File: src/hw/pwm_pkg.sv
package pwm_pkg;
  localparam int ADDR_W = 4;
  localparam logic [3:0] OFS_MODULE_CONTROL = 4'h0;
  localparam logic [3:0] OFS_DUTY_BYTE = 4'h1;
  localparam logic [3:0] OFS_ACTIVE_DUTY = 4'h2;
  localparam logic [3:0] OFS_TIMER_SELECT = 4'h3;
  localparam logic [3:0] OFS_PERIOD_A = 4'h4;
  localparam logic [3:0] OFS_PERIOD_B = 4'h5;
  localparam logic [3:0] OFS_PERIOD_C = 4'h6;
  localparam logic [3:0] OFS_TCTRL_A = 4'h7;
  localparam logic [3:0] OFS_TCTRL_B = 4'h8;
  localparam logic [3:0] OFS_TCTRL_C = 4'h9;
  localparam logic [3:0] OFS_COUNT_A = 4'hA;
  localparam logic [3:0] OFS_COUNT_B = 4'hB;
  localparam logic [3:0] OFS_COUNT_C = 4'hC;
  localparam logic [3:0] OFS_PIN_DIR = 4'hD;
  localparam logic [3:0] OFS_MATCH_FLAGS = 4'hE;
  localparam logic [7:0] RST_ZERO = 8'h00;
  localparam logic [7:0] RST_PERIOD = 8'hFF;
  localparam logic [7:0] TCTRL_MASK = 8'h7F;
  localparam int DCB_LO = 4;
  localparam int DCB_HI = 5;
  localparam int MODE_HI = 3;
  localparam int TRUN_BIT = 2;
  localparam int CSEL_LO = 0;
  localparam logic [3:0] MODE_PWM_MASK = 4'hC;
  localparam logic [1:0] PS_1 = 2'h0;
  localparam logic [1:0] PS_4 = 2'h1;
  localparam logic [3:0] PS_LIM_1 = 4'h0;
  localparam logic [3:0] PS_LIM_4 = 4'h3;
  localparam logic [3:0] PS_LIM_16 = 4'hF;
  typedef struct packed {
    logic [ADDR_W-1:0] addr;
    logic [7:0] wdata;
    logic wr;
    logic rd;
  } reg_req_t;
  typedef enum logic [1:0] {
    ST_IDLE = 2'b00,
    ST_HIGH = 2'b01,
    ST_LOW = 2'b11
  } pwm_state_t;
endpackage

File: src/hw/standard_pwm_channel.sv
module standard_pwm_channel #(
  parameter int NUM_TIMERS = 3
) (
  input wire logic sys_clk,
  input wire logic reset_n,
  input wire pwm_pkg::reg_req_t reg_req,
  input wire logic sleep,
  output logic [7:0] rdata,
  output logic pwm_output_pin_o,
  output logic pwm_output_pin_oe
);
  initial begin
    if (NUM_TIMERS != 3) $error("three timers only");
  end

  logic [7:0] module_control_ff;
  logic [7:0] duty_byte_ff;
  logic [7:0] active_duty_ff;
  logic [1:0] duty_latch_ff;
  logic [7:0] timer_select_ff;
  logic [7:0] period_ff [NUM_TIMERS];
  logic [7:0] tctrl_ff [NUM_TIMERS];
  logic [7:0] count_ff [NUM_TIMERS];
  logic [3:0] pscnt_ff [NUM_TIMERS];
  logic [1:0] phase_ff;
  logic [2:0] match_flag_ff;
  logic pin_dir_ff;
  logic out_ff;
  logic [7:0] rdata_ff;
  pwm_pkg::pwm_state_t state_ff;

  logic [2:0] tick;
  logic [2:0] roll;
  logic [1:0] sel;
  logic pwm_mode;
  logic [9:0] time_base;
  logic [9:0] duty_buf;
  logic sel_roll;
  logic sel_tick;
  logic tb_adv;
  logic fall_hit;

  function automatic logic [3:0] ps_limit(input logic [1:0] ps);
    case (ps)
      pwm_pkg::PS_1: ps_limit = pwm_pkg::PS_LIM_1;
      pwm_pkg::PS_4: ps_limit = pwm_pkg::PS_LIM_4;
      default: ps_limit = pwm_pkg::PS_LIM_16;
    endcase
  endfunction

  function automatic logic wr_at(input pwm_pkg::reg_req_t r,
                                 input logic [3:0] ofs);
    wr_at = r.wr && (r.addr == ofs);
  endfunction

  // four-phase clock divider, also frozen during sleep
  always_ff @(posedge sys_clk or negedge reset_n) begin
    if (!reset_n) begin
      phase_ff <= 2'h0;
    end else if (!sleep) begin
      phase_ff <= phase_ff + 2'h1;
    end
  end

  // timers: prescaler gives one increment per 4*ratio clocks; the
  // postscaler bits in tctrl are stored but never used here
  always_comb begin
    for (int i = 0; i < NUM_TIMERS; i++) begin
      tick[i] = !sleep && tctrl_ff[i][pwm_pkg::TRUN_BIT] &&
                (phase_ff == 2'h3) &&
                (pscnt_ff[i] == ps_limit(tctrl_ff[i][1:0]));
      roll[i] = tick[i] && (count_ff[i] == period_ff[i]);
    end
  end

  always_ff @(posedge sys_clk or negedge reset_n) begin
    if (!reset_n) begin
      for (int i = 0; i < NUM_TIMERS; i++) begin
        count_ff[i] <= pwm_pkg::RST_ZERO;
        pscnt_ff[i] <= 4'h0;
      end
    end else begin
      for (int i = 0; i < NUM_TIMERS; i++) begin
        if (wr_at(reg_req, pwm_pkg::OFS_COUNT_A + 4'(i))) begin
          count_ff[i] <= reg_req.wdata;
          pscnt_ff[i] <= 4'h0;
        end else if (roll[i]) begin
          count_ff[i] <= pwm_pkg::RST_ZERO;
          pscnt_ff[i] <= 4'h0;
        end else if (tick[i]) begin
          count_ff[i] <= count_ff[i] + 8'h01;
          pscnt_ff[i] <= 4'h0;
        end else if (!sleep && tctrl_ff[i][pwm_pkg::TRUN_BIT] &&
                     phase_ff == 2'h3) begin
          pscnt_ff[i] <= pscnt_ff[i] + 4'h1;
        end
      end
    end
  end

  // match flags: a rollover in the same cycle as a clear wins
  always_ff @(posedge sys_clk or negedge reset_n) begin
    if (!reset_n) begin
      match_flag_ff <= 3'h0;
    end else begin
      for (int i = 0; i < NUM_TIMERS; i++) begin
        if (roll[i]) begin
          match_flag_ff[i] <= 1'b1;
        end else if (wr_at(reg_req, pwm_pkg::OFS_MATCH_FLAGS)) begin
          match_flag_ff[i] <= reg_req.wdata[i];
        end
      end
    end
  end

  // configuration registers
  always_ff @(posedge sys_clk or negedge reset_n) begin
    if (!reset_n) begin
      module_control_ff <= pwm_pkg::RST_ZERO;
      duty_byte_ff <= pwm_pkg::RST_ZERO;
      timer_select_ff <= pwm_pkg::RST_ZERO;
      pin_dir_ff <= 1'b1;
      for (int i = 0; i < NUM_TIMERS; i++) begin
        period_ff[i] <= pwm_pkg::RST_PERIOD;
        tctrl_ff[i] <= pwm_pkg::RST_ZERO;
      end
    end else begin
      if (wr_at(reg_req, pwm_pkg::OFS_MODULE_CONTROL)) begin
        module_control_ff <= reg_req.wdata;
      end
      if (wr_at(reg_req, pwm_pkg::OFS_DUTY_BYTE)) begin
        duty_byte_ff <= reg_req.wdata;
      end
      if (wr_at(reg_req, pwm_pkg::OFS_TIMER_SELECT)) begin
        timer_select_ff <= reg_req.wdata;
      end
      if (wr_at(reg_req, pwm_pkg::OFS_PIN_DIR)) begin
        pin_dir_ff <= reg_req.wdata[0];
      end
      for (int i = 0; i < NUM_TIMERS; i++) begin
        if (wr_at(reg_req, pwm_pkg::OFS_PERIOD_A + 4'(i))) begin
          period_ff[i] <= reg_req.wdata;
        end
        if (wr_at(reg_req, pwm_pkg::OFS_TCTRL_A + 4'(i))) begin
          tctrl_ff[i] <= reg_req.wdata & pwm_pkg::TCTRL_MASK;
        end
      end
    end
  end

  assign sel = timer_select_ff[pwm_pkg::CSEL_LO +: 2];
  assign pwm_mode = (module_control_ff[pwm_pkg::MODE_HI -: 4] &
                     pwm_pkg::MODE_PWM_MASK) ==
                    pwm_pkg::MODE_PWM_MASK;

  always_comb begin
    logic [1:0] idx;
    logic [1:0] ext;
    idx = 2'h0;
    ext = 2'h0;
    idx = (sel < 2'(NUM_TIMERS)) ? sel : 2'h0;
    // at 1:1 the low bits follow the clock phase, else the prescaler
    if (tctrl_ff[idx][1:0] == pwm_pkg::PS_1) begin
      ext = phase_ff;
    end else if (tctrl_ff[idx][1:0] == pwm_pkg::PS_4) begin
      ext = pscnt_ff[idx][1:0];
    end else begin
      ext = pscnt_ff[idx][3:2];
    end
    time_base = {count_ff[idx], ext};
    sel_roll = roll[idx];
    sel_tick = tick[idx];
    // time base steps at the coming edge: every clock at 1:1, every
    // fourth at 1:4, every sixteenth at 1:16
    if (sleep || !tctrl_ff[idx][pwm_pkg::TRUN_BIT]) begin
      tb_adv = 1'b0;
    end else if (tctrl_ff[idx][1:0] == pwm_pkg::PS_1) begin
      tb_adv = 1'b1;
    end else if (tctrl_ff[idx][1:0] == pwm_pkg::PS_4) begin
      tb_adv = (phase_ff == 2'h3);
    end else begin
      tb_adv = (phase_ff == 2'h3) && (pscnt_ff[idx][1:0] == 2'h3);
    end
    // fall on the edge at which the time base reaches the duty value,
    // so the pulse lasts exactly duty steps
    fall_hit = tb_adv && ((time_base + 10'h001) == duty_buf);
  end

  assign duty_buf = {active_duty_ff, duty_latch_ff};

  // active duty is loaded only at rollover; bus writes never reach it
  always_ff @(posedge sys_clk or negedge reset_n) begin
    if (!reset_n) begin
      active_duty_ff <= pwm_pkg::RST_ZERO;
      duty_latch_ff <= 2'h0;
    end else if (pwm_mode && sel_roll) begin
      active_duty_ff <= duty_byte_ff;
      duty_latch_ff <= module_control_ff[pwm_pkg::DCB_HI:pwm_pkg::DCB_LO];
    end
  end

  function automatic logic [9:0] next_duty(input logic [7:0] b,
                                           input logic [7:0] c);
    next_duty = {b, c[pwm_pkg::DCB_HI:pwm_pkg::DCB_LO]};
  endfunction

  always_ff @(posedge sys_clk or negedge reset_n) begin
    if (!reset_n) begin
      out_ff <= 1'b0;
      state_ff <= pwm_pkg::ST_IDLE;
    end else if (!pwm_mode) begin
      out_ff <= 1'b0;
      state_ff <= pwm_pkg::ST_IDLE;
    end else if (sel_roll) begin
      if (next_duty(duty_byte_ff, module_control_ff) == 10'h000) begin
        out_ff <= 1'b0;
        state_ff <= pwm_pkg::ST_LOW;
      end else begin
        out_ff <= 1'b1;
        state_ff <= pwm_pkg::ST_HIGH;
      end
    end else begin
      case (state_ff)
        pwm_pkg::ST_HIGH: begin
          // a duty beyond the period never matches, so no fall
          if (fall_hit) begin
            out_ff <= 1'b0;
            state_ff <= pwm_pkg::ST_LOW;
          end
        end
        pwm_pkg::ST_LOW: state_ff <= pwm_pkg::ST_LOW;
        pwm_pkg::ST_IDLE: state_ff <= pwm_pkg::ST_IDLE;
        default: state_ff <= pwm_pkg::ST_IDLE;
      endcase
    end
  end

  assign pwm_output_pin_o = out_ff;
  assign pwm_output_pin_oe = !pin_dir_ff &&
                             (module_control_ff != pwm_pkg::RST_ZERO);

  always_ff @(posedge sys_clk or negedge reset_n) begin
    if (!reset_n) begin
      rdata_ff <= pwm_pkg::RST_ZERO;
    end else if (reg_req.rd) begin
      case (reg_req.addr)
        pwm_pkg::OFS_MODULE_CONTROL: rdata_ff <= module_control_ff;
        pwm_pkg::OFS_DUTY_BYTE: rdata_ff <= duty_byte_ff;
        pwm_pkg::OFS_ACTIVE_DUTY: rdata_ff <= active_duty_ff;
        pwm_pkg::OFS_TIMER_SELECT: rdata_ff <= timer_select_ff;
        pwm_pkg::OFS_PERIOD_A: rdata_ff <= period_ff[0];
        pwm_pkg::OFS_PERIOD_B: rdata_ff <= period_ff[1];
        pwm_pkg::OFS_PERIOD_C: rdata_ff <= period_ff[2];
        pwm_pkg::OFS_TCTRL_A: rdata_ff <= tctrl_ff[0];
        pwm_pkg::OFS_TCTRL_B: rdata_ff <= tctrl_ff[1];
        pwm_pkg::OFS_TCTRL_C: rdata_ff <= tctrl_ff[2];
        pwm_pkg::OFS_COUNT_A: rdata_ff <= count_ff[0];
        pwm_pkg::OFS_COUNT_B: rdata_ff <= count_ff[1];
        pwm_pkg::OFS_COUNT_C: rdata_ff <= count_ff[2];
        pwm_pkg::OFS_PIN_DIR: rdata_ff <= {7'h00, pin_dir_ff};
        pwm_pkg::OFS_MATCH_FLAGS: rdata_ff <= {5'h00, match_flag_ff};
        default: rdata_ff <= pwm_pkg::RST_ZERO;
      endcase
    end else begin
      rdata_ff <= pwm_pkg::RST_ZERO;
    end
  end
  assign rdata = rdata_ff;

  a_rollover_clears: assert property (@(posedge sys_clk) disable iff
    (!reset_n) roll[0] |=> count_ff[0] == 8'h00) else
    $error("count not cleared at rollover");
  a_rise_on_roll: assert property (@(posedge sys_clk) disable iff
    (!reset_n) pwm_mode && sel_roll &&
    next_duty(duty_byte_ff, module_control_ff) != 10'h000 |=> out_ff)
    else $error("output not high after rollover");
  a_zero_duty_low: assert property (@(posedge sys_clk) disable iff
    (!reset_n) sel_roll &&
    next_duty(duty_byte_ff, module_control_ff) == 10'h000 |=> !out_ff)
    else $error("zero duty drove output high");
  a_duty_load: assert property (@(posedge sys_clk) disable iff
    (!reset_n) pwm_mode && sel_roll |=> active_duty_ff ==
    $past(duty_byte_ff)) else $error("active duty not loaded");
  a_duty_hold: assert property (@(posedge sys_clk) disable iff
    (!reset_n) !sel_roll |=> $stable(active_duty_ff)) else
    $error("active duty changed mid period");
  a_fall_match: assert property (@(posedge sys_clk) disable iff
    (!reset_n) pwm_mode && !sel_roll && out_ff && fall_hit |=> !out_ff) else
    $error("output not low at duty match");
  a_sleep_freeze: assert property (@(posedge sys_clk) disable iff
    (!reset_n) sleep && !reg_req.wr |=> $stable(count_ff[0]) &&
    $stable(out_ff)) else $error("state moved during sleep");
  a_pin_release: assert property (@(posedge sys_clk) disable iff
    (!reset_n) module_control_ff == 8'h00 |-> !pwm_output_pin_oe) else
    $error("pin driven with control cleared");
  a_tick_spacing: assert property (@(posedge sys_clk) disable iff
    (!reset_n) tick[0] |=> !tick[0] [*3]) else
    $error("timer ticks closer than four clocks");
  a_idle_low: assert property (@(posedge sys_clk) disable iff
    (!reset_n) !pwm_mode |=> !out_ff) else
    $error("output high outside pwm mode");
  a_flag_set: assert property (@(posedge sys_clk) disable iff
    (!reset_n) roll[0] |=> match_flag_ff[0]) else
    $error("match flag not set at rollover");
  a_latch_load: assert property (@(posedge sys_clk) disable iff
    (!reset_n) pwm_mode && sel_roll |=> duty_latch_ff ==
    $past(module_control_ff[5:4])) else $error("latch not loaded");
  a_dir_input: assert property (@(posedge sys_clk) disable iff
    (!reset_n) pin_dir_ff |-> !pwm_output_pin_oe) else
    $error("input pin driven");
  a_no_early_fall: assert property (@(posedge sys_clk) disable iff
    (!reset_n) pwm_mode && out_ff && !fall_hit && !sel_roll |=> out_ff)
    else $error("output fell before duty match");
endmodule

File: config.mk
export PLATFORM = sky130hd
export DESIGN_NAME = standard_pwm_channel
export DESIGN_NICKNAME = d
export VERILOG_FILES = /design/src/hw/pwm_pkg.sv /design/src/hw/standard_pwm_channel.sv
export SDC_FILE = /design/constraint.sdc
export NUM_CORES = 1
export LEC_CHECK = 0
export BUFFER_PORTS_ARGS = -buffer_cell sky130_fd_sc_hd__buf_4
export CAP_MARGIN = 0
export CORE_ASPECT_RATIO = 2
export CORE_UTILIZATION = 25
export CTS_BUF_LIST = sky130_fd_sc_hd__clkbuf_4
export DETAILED_ROUTE_END_ITERATION = 10
export PLACE_DENSITY = 0.45
export SLEW_MARGIN = 20
export SYNTH_ARGS = -nofsm -noshare
export SYNTH_HDL_FRONTEND = slang
export SYNTH_SLANG_ARGS = --single-unit
File: constraint.sdc
create_clock -name sys_clk -period 6.65 [get_ports sys_clk]
set_clock_uncertainty 0.1 [all_clocks]
set_input_delay 0.9975 -clock sys_clk [delete_from_list [all_inputs] [get_ports sys_clk]]
set_output_delay 0.9975 -clock sys_clk [all_outputs]
set_load 0.005 [all_outputs]
# [Word-level counts from Yosys, hierarchy flattened]
# Index checks and enable logic that the tools add are counted.
[totals] regBits=132 out_inout_bits=10 elab_cells=180
[classes] add_sub_neg=8 order_cmp=3 eq_ne=33 mux=59 bitwise_logic=1 n_reduce_logical=51
[ops] operator="$pmux W8 S15" count=1
[ops] operator="$mux W8" count=12
[ops] operator="$mux W4" count=14
[ops] operator="$bmux W8 S2" count=2
[ops] operator="$logic_and A1 B1 Y1" count=30
[ops] operator="$eq A4 B4 Y1 const B" count=7
[ops] operator="$add A8 B1 Y8 const B" count=3
[ops] operator="$eq A8 B8 Y1" count=3
[ops] operator="$pmux W4 S2" count=3
[ops] operator="$eq A4 B3 Y1 const B" count=4
[ops] operator="$mux W1" count=15
[ops] operator="$mux W2" count=7
[ops] operator="$add A4 B1 Y4 const B" count=3
[ops] operator="$eq A4 B4 Y1" count=3
[ops] operator="$reduce_bool A4 Y1" count=3
[ops] operator="$add A10 B1 Y10 const B" count=1
[ops] operator="$eq A10 B10 Y1" count=1
[ops] operator="$eq A2 B1 Y1 const B" count=5
[ops] operator="$logic_not A10 Y1" count=1
[ops] operator="$reduce_bool A3 Y1" count=3
[ops] operator="$bmux W4 S2" count=1
[ops] operator="$eq A2 B2 Y1 const B" count=4
[ops] operator="$eq A4 B2 Y1 const B" count=2
[ops] operator="$logic_not A2 Y1" count=4
[ops] operator="other kinds (17)" count=23

# [Longest topological paths before layout]
[depth] word_depth=16 depth_mapped=16

# [Worst setup path after synthesis]
# Ideal clock, no wire load.
[synth_path] path_type="register to register" startpoint="register timer_select_ff[0]" endpoint="register out_ff (netlist: pwm_output_pin_o)" setup_time_ns=0.073 t_arrival_ns=2.970 setup_slack_ns=3.506 path_stages_with_launch=16 n_path_buf=3 synth_period_minus_slack_ns=3.144 path_cell_list="dfrtp_1 buf_4 nand2b_1 buf_4 buf_6 o221ai_1 mux2i_1 ha_1 inv_1 nor4_2 o21ai_0 nor3b_1 a31oi_1 nor3_2 a311o_1 a21oi_2"
[synth_between] elab_chain_cells=14
[synth_lines] item="start, declared" line="standard_pwm_channel.sv:20" source="logic [7:0] timer_select_ff;"
[synth_lines] item="start signal, assigned" line="standard_pwm_channel.sv:121" source="timer_select_ff <= pwm_pkg::RST_ZERO;"
[synth_lines] item="start signal, assigned" line="standard_pwm_channel.sv:135" source="timer_select_ff <= reg_req.wdata;"
[synth_lines] item="$lt A2 B2 Y1" line="standard_pwm_channel.sv:161" source="idx = (sel < 2'(NUM_TIMERS)) ? sel : 2'h0;"
[synth_lines] item="$mux W2 (*)" line="standard_pwm_channel.sv:161"
[synth_lines] item="$not A2 Y3 (implied by the code)"
[synth_lines] item="$bmux W8 S2 / $bmux W4 S2 (equally long branches)"
[synth_lines] item="$mux W3 (implied by the code) / $mux W4 (equally long branches) (2 in a row)"
[synth_lines] item="$eq A2 B1 Y1 / $eq A2 B2 Y1 (equally long branches)" line="standard_pwm_channel.sv:165, standard_pwm_channel.sv:179, standard_pwm_channel.sv:182"
[synth_lines] item="$mux W2 / $logic_and A1 B1 Y1 (equally long branches)" line="standard_pwm_channel.sv:165, standard_pwm_channel.sv:182"
[synth_lines] item="$mux W2 / $mux W1 (equally long branches)" line="standard_pwm_channel.sv:163, standard_pwm_channel.sv:179"
[synth_lines] item="$add A10 B1 Y10 / $mux W1 (equally long branches)" line="standard_pwm_channel.sv:186, standard_pwm_channel.sv:177"
[synth_lines] item="$eq A10 B10 Y1 / $mux W1 (equally long branches)" line="standard_pwm_channel.sv:186, standard_pwm_channel.sv:175"
[synth_lines] item="$logic_and A1 B1 Y1" line="standard_pwm_channel.sv:186" source="fall_hit = tb_adv && ((time_base + 10'h001) == duty_buf);"
[synth_lines] item="$ne A3 B1 Y1 (no line)"
[synth_lines] item="$reduce_and A2 Y1 (no line)"
[synth_lines] item="end signal, assigned" line="standard_pwm_channel.sv:209" source="out_ff <= 1'b0;"
[synth_lines] item="end signal, assigned" line="standard_pwm_channel.sv:212" source="out_ff <= 1'b0;"
[synth_lines] item="end signal, assigned" line="standard_pwm_channel.sv:216" source="out_ff <= 1'b0;"
[synth_lines] item="end, declared" line="standard_pwm_channel.sv:28" source="logic out_ff;"
# Mark *: on every way between the ends. The rest lies on a longest branch, timed or not. The select of a mux whose other input is x is not followed.
# A chain may end at the register's enable or synchronous reset.

# [Final worst setup path]
[layout_path] startpoint="register timer_select_ff[1]" endpoint="register state_ff[1]"
[layout_between] elab_chain_cells=13
[layout_lines] item="$lt A2 B2 Y1" line="standard_pwm_channel.sv:161"
[layout_lines] item="$mux W2 (*)" line="standard_pwm_channel.sv:161"
[layout_lines] item="$not A2 Y3 (implied by the code)"
[layout_lines] item="$bmux W8 S2 / $bmux W4 S2 (equally long branches)"
[layout_lines] item="$mux W3 (implied by the code) / $mux W4 (equally long branches) (2 in a row)"
[layout_lines] item="$eq A2 B1 Y1 / $eq A2 B2 Y1 (equally long branches)" line="standard_pwm_channel.sv:165, standard_pwm_channel.sv:179, standard_pwm_channel.sv:182"
[layout_lines] item="$mux W2 / $logic_and A1 B1 Y1 (equally long branches)" line="standard_pwm_channel.sv:165, standard_pwm_channel.sv:182"
[layout_lines] item="$mux W2 / $mux W1 (equally long branches)" line="standard_pwm_channel.sv:163, standard_pwm_channel.sv:179"
[layout_lines] item="$add A10 B1 Y10 / $mux W1 (equally long branches)" line="standard_pwm_channel.sv:186, standard_pwm_channel.sv:177"
[layout_lines] item="$eq A10 B10 Y1 / $mux W1 (equally long branches)" line="standard_pwm_channel.sv:186, standard_pwm_channel.sv:175"
[layout_lines] item="$logic_and A1 B1 Y1" line="standard_pwm_channel.sv:186"
[layout_lines] item="$ne A4 B4 Y1 (no line)"
[layout_lines] item="end signal, assigned" line="standard_pwm_channel.sv:210" source="state_ff <= pwm_pkg::ST_IDLE;"
[layout_lines] item="end signal, assigned" line="standard_pwm_channel.sv:213" source="state_ff <= pwm_pkg::ST_IDLE;"
[layout_lines] item="end signal, assigned" line="standard_pwm_channel.sv:217" source="state_ff <= pwm_pkg::ST_LOW;"
[layout_lines] item="end, declared" line="standard_pwm_channel.sv:30" source="pwm_pkg::pwm_state_t state_ff;"
# Marked as above.

==> reports/qor.yml <==
register_area_um2: 3330
synth_compound_area_frac: 0.167
wirelength_um: 29800
power_leakage_nw: 3.43
average_wire_length_per_cell_after_detail_routing_um: 24.2
iteration_0_drc_count_of_the_detailed_router: 445
maxSlewViolCount: 0
flop_pwr_share: 0.476
top_cells_by_area_synth: "sky130_fd_sc_hd__dfrtp_1, sky130_fd_sc_hd__mux2_2, sky130_fd_sc_hd__dfstp_2"
die_outline_area_um2: 32600
p_clk_frac: 0.195
gr-usage-all-layers: 0.193
final_min_period_over_clock_period: 0.638
grt_pass1_vias: 6636
finalInstanceArea_um2: 8850
yosys-mux-area-fraction: 0.155
port-buffer-count: 26
viasPerCell: 5.21
critical_path.endpoint_type: "flip-flop"
hpwl_um: 22100
async_flop_share: 1.00
tritoncts: "done"
ff2ff_setup_slack_ns: 2.41
source_to_sink_clock_delay_at_the_later_pin_of_the_worst_skew_pair_ns: 0.59
netSwitchingPower_mw: 1.25
ys_seq_area_frac: 0.419
cts_resized: 0
final.fill_count: 3323
timing.slew.headroom: 0.358
drt_pre_antenna_iters: 5
grt_overflow_total: 0
cpMaxStageDelayCell: "sky130_fd_sc_hd__dfrtp_1"
synth_adder_area_share: 0.0126
core.rowCount: 92
timing.critical_path.arrival_ns: 4.64
setup.worst_path.class: "reg -> reg"
post_syn_area_um2: 7970
max-vdd-ir-drop_uv: 161
r2r.worst_path.cells: 13
synth_xor_area_frac: 0.0485
numClockSinks: 132
maximum_clock_path_buffer_count: 2
gp_routability_congestion: 0.962
endpoints_failing_hold: 0
start_util: 0.254
grt_start_max_net_pins: 78
netlist.top_cell.by_area: "sky130_fd_sc_hd__dfrtp_1"
num_io_pins: 27
core_um2: 31400
synth.avg_cell_area_um2: 10.1
antenna_violating_nets_post_route: 0
ys_types: 73
number_of_antenna_violations_at_the_first_check_in_global_routing: 1
timing.critical_path.from: "timer_select_ff[1]$_DFFE_PN0P_"
cts.hold.buffers_added: 0
fraction_of_power_spent_switching_nets: 0.414
ctsRootBufferMaster: "sky130_fd_sc_hd__clkbuf_4"
ys.warnings.count: 0
worst-slew-pin-transition_ns: 0.960
cp_cell_sequence: "nand2b_1, o221a_2, and2_1, a211oi_1, a21oi_1, ha_1, xnor2_1, o21ai_0, nor4_1, nand4_1, nor3_2, nand2_1, o311ai_1"
worst_hold_path_type: "in -> async"
postSynthCellCount: 789
postCtsSetupBuffers: 0
chip_width_um: 128
ys.flop_type: "sky130_fd_sc_hd__dfrtp_1"
post_route_cells_drive_above_1_share: 0.266
final_nets: 821
die_y_um: 254
clk_transition_reported_paths_ns: 0.13
crit_path_max_fanout: 22
final-setup-viol-count: 0
multi_input_comb_area_um2: 4410
endpoint_of_the_worst_setup_timing_path: "state_ff[1]$_DFFE_PN0P_"
totalNegativeSetupSlack_ns: 0
fmax_ghz: 0.236
detailed_place.area_um2: 8540
rsz0062_at_grt: "false"
synth_top_family_by_area: "simple AND/OR/NAND/NOR gates"
worst_r2r_startpoint: "timer_select_ff[1]$_DFFE_PN0P_"
area.growth.synth_to_final_pct: 11.1
cts-buffers-inserted: 17
reg2reg_to: "state_ff[1]$_DFFE_PN0P_"
ys_ff_latch: 132
power_density_nw_per_um2: 341
period_minus_ws_final_ns: 4.24
final-instance-count-excl-fill: 1233
edff_count_synth: 0
cts_max_level: 4
numPlacedInstances: 1200
synth_top_area_share: 0.336
drc: 0
outcome: "complete, no violations"
synthSimpleGateAreaFrac: 0.171
max_cap_viol_count: 0
crit_path_max_incr_delay_ns: 0.80
grt_first_pass_wirelength_um: 44700
comb_power_share: 0.329
crit_path_start_kind: "flip-flop"
worst-endpoint-required_ns: 7.05
power.internal_mw: 1.77
syn_nets: 814
total_number_of_vias: 6426
[registers in the layout (all words and copies together), names as in the netlist]
name,count
active_duty_ff,8
count_ff,24
duty_byte_ff,8
duty_latch_ff,2
match_flag_ff,3
module_control_ff,8
period_ff,24
phase_ff,2
pin_dir_ff,1
pscnt_ff,12
pwm_output_pin_o,1
rdata,8
state_ff,2
tctrl_ff,21
timer_select_ff,8
[how the worst min path moves through the flow]
| stage | slack [ns] | from | depth (start not counted) | endpoint |
|---|---|---|---|---|
| after floorplan | 0.37 | timer_select_ff[7]$_DFFE_PN0P_ | 1 | timer_select_ff[7]$_DFFE_PN0P_ |
| after global placement | 0.38 | timer_select_ff[4]$_DFFE_PN0P_ | 1 | timer_select_ff[4]$_DFFE_PN0P_ |
| after detailed placement | 0.39 | timer_select_ff[2]$_DFFE_PN0P_ | 1 | timer_select_ff[2]$_DFFE_PN0P_ |
| after CTS | 0.35 | reset_n | 1 | count_ff[10]$_DFFE_PN0P_ |
| after global routing | 0.36 | reset_n | 1 | count_ff[9]$_DFFE_PN0P_ |
| final | 0.33 | reset_n | 1 | count_ff[9]$_DFFE_PN0P_ |
[cell families after synthesis]
logic type                 count (synthesis)
and+or+nand+nor                          254
AOI/OAI and AO/OA                        190
DFF                                      132
muxes                                    111
buffers and inverters                     52
xor gates and xnor gates                  42
adders and majority gates                  8
[metrics by stage]
| step | util | power (mW) | hold slack [ns] | worst slack (ns) |
|---|---|---|---|---|
| finish | 0.282 | 3.02 | 0.329 | 2.41 |
| global route | 0.282 | 3.19 | 0.356 | 1.88 |
| CTS | 0.281 | 3.04 | 0.347 | 2.45 |
| detailed placement | 0.272 | 2.44 | 0.393 | 2.36 |
| global placement | 0.272 | 2.43 | 0.383 | 2.43 |
| floorplan | - | 2.02 | 0.374 | 3.51 |
[final cells by class]
cell class | instances | area share
Multi-Input combinational cell | 605 | 0.499
Sequential cell | 132 | 0.377
Tap cell | 423 | 0.0598
Timing Repair Buffer | 31 | 0.0267
Clock inverter | 14 | 0.0184
Clock buffer | 18 | 0.0153
Inverter | 9 | 0.00382
Antenna cell | 1 | 0.000283
[power by group through the flow]
stage               Sequential, mW  Combinational, mW  Clock, mW
floorplan                     1.21              0.816          0
global placement              1.45              0.982          0
detailed placement            1.45              0.994          0
CTS                           1.43              0.996      0.609
global route                  1.45               1.11      0.635
finish                        1.43              0.992      0.589
[critical path: cells and delay by family, from the launching register on]
family / cells / cell delay (ns)
simple gates: 6 / 1.67
flops: 1 / 0.80
xor+xnor: 1 / 0.15
fa+ha+maj: 1 / 0.29
compound gates: 5 / 1.13
[layout by cell type (no fill, tap or decap), types with 10 or more instances in the layout]
cell / n
sky130_fd_sc_hd__dfrtp_1: 107
sky130_fd_sc_hd__mux2_2: 95
sky130_fd_sc_hd__nor2_1: 63
sky130_fd_sc_hd__o21ai_0: 54
sky130_fd_sc_hd__nand2_1: 53
sky130_fd_sc_hd__a21oi_1: 43
sky130_fd_sc_hd__buf_4: 30
sky130_fd_sc_hd__nand3_1: 27
sky130_fd_sc_hd__xnor2_1: 26
sky130_fd_sc_hd__dfstp_2: 25
sky130_fd_sc_hd__nor3b_1: 18
sky130_fd_sc_hd__clkbuf_4: 18
sky130_fd_sc_hd__nor3_1: 15
sky130_fd_sc_hd__and3_1: 15
sky130_fd_sc_hd__xor2_1: 15
sky130_fd_sc_hd__mux2i_1: 14
sky130_fd_sc_hd__nor2b_1: 12
sky130_fd_sc_hd__a22oi_1: 10
[cell usage after synthesis, types with 3 or more instances]
master                     count
sky130_fd_sc_hd__nand2b_1      5
sky130_fd_sc_hd__buf_2         3
sky130_fd_sc_hd__nor2b_1      12
sky130_fd_sc_hd__xnor2_1      26
sky130_fd_sc_hd__o221ai_1      3
sky130_fd_sc_hd__nand2_1      53
sky130_fd_sc_hd__o21ai_0      54
sky130_fd_sc_hd__a21oi_1      43
sky130_fd_sc_hd__dfstp_2      25
sky130_fd_sc_hd__nand4_1       5
sky130_fd_sc_hd__and3_1       15
sky130_fd_sc_hd__clkbuf_1     34
sky130_fd_sc_hd__a211o_1       4
sky130_fd_sc_hd__o221a_2       5
sky130_fd_sc_hd__o221ai_2      5
sky130_fd_sc_hd__or3b_2        9
sky130_fd_sc_hd__a22o_1        4
sky130_fd_sc_hd__or3b_1        5
sky130_fd_sc_hd__a221oi_1      5
sky130_fd_sc_hd__ha_1          8
sky130_fd_sc_hd__dfrtp_1     107
sky130_fd_sc_hd__nand3_1      27
sky130_fd_sc_hd__xor2_1       15
sky130_fd_sc_hd__a31oi_1       6
sky130_fd_sc_hd__nor4_1        8
sky130_fd_sc_hd__o21ai_1       3
sky130_fd_sc_hd__nor3_1       15
sky130_fd_sc_hd__and2_1        5
sky130_fd_sc_hd__a311oi_1      3
sky130_fd_sc_hd__o22ai_1       6
sky130_fd_sc_hd__mux2_2       95
sky130_fd_sc_hd__mux2i_1      14
sky130_fd_sc_hd__o31a_1        5
sky130_fd_sc_hd__a22oi_1      10
sky130_fd_sc_hd__inv_1         9
sky130_fd_sc_hd__nor3b_1      18
sky130_fd_sc_hd__a32oi_1       4
sky130_fd_sc_hd__nor2_1       64
sky130_fd_sc_hd__a211oi_1      8
[layer usage]
layer  track usage  vias up  share of wire
met2         0.362      178           0.55
met5             0        -              0
met1         0.189     3240           0.34
met4         0.143        0          0.074
met3        0.0279       74          0.031
li1              -     2934              -
No activity file was read; power rests on OpenSTA's default activity.
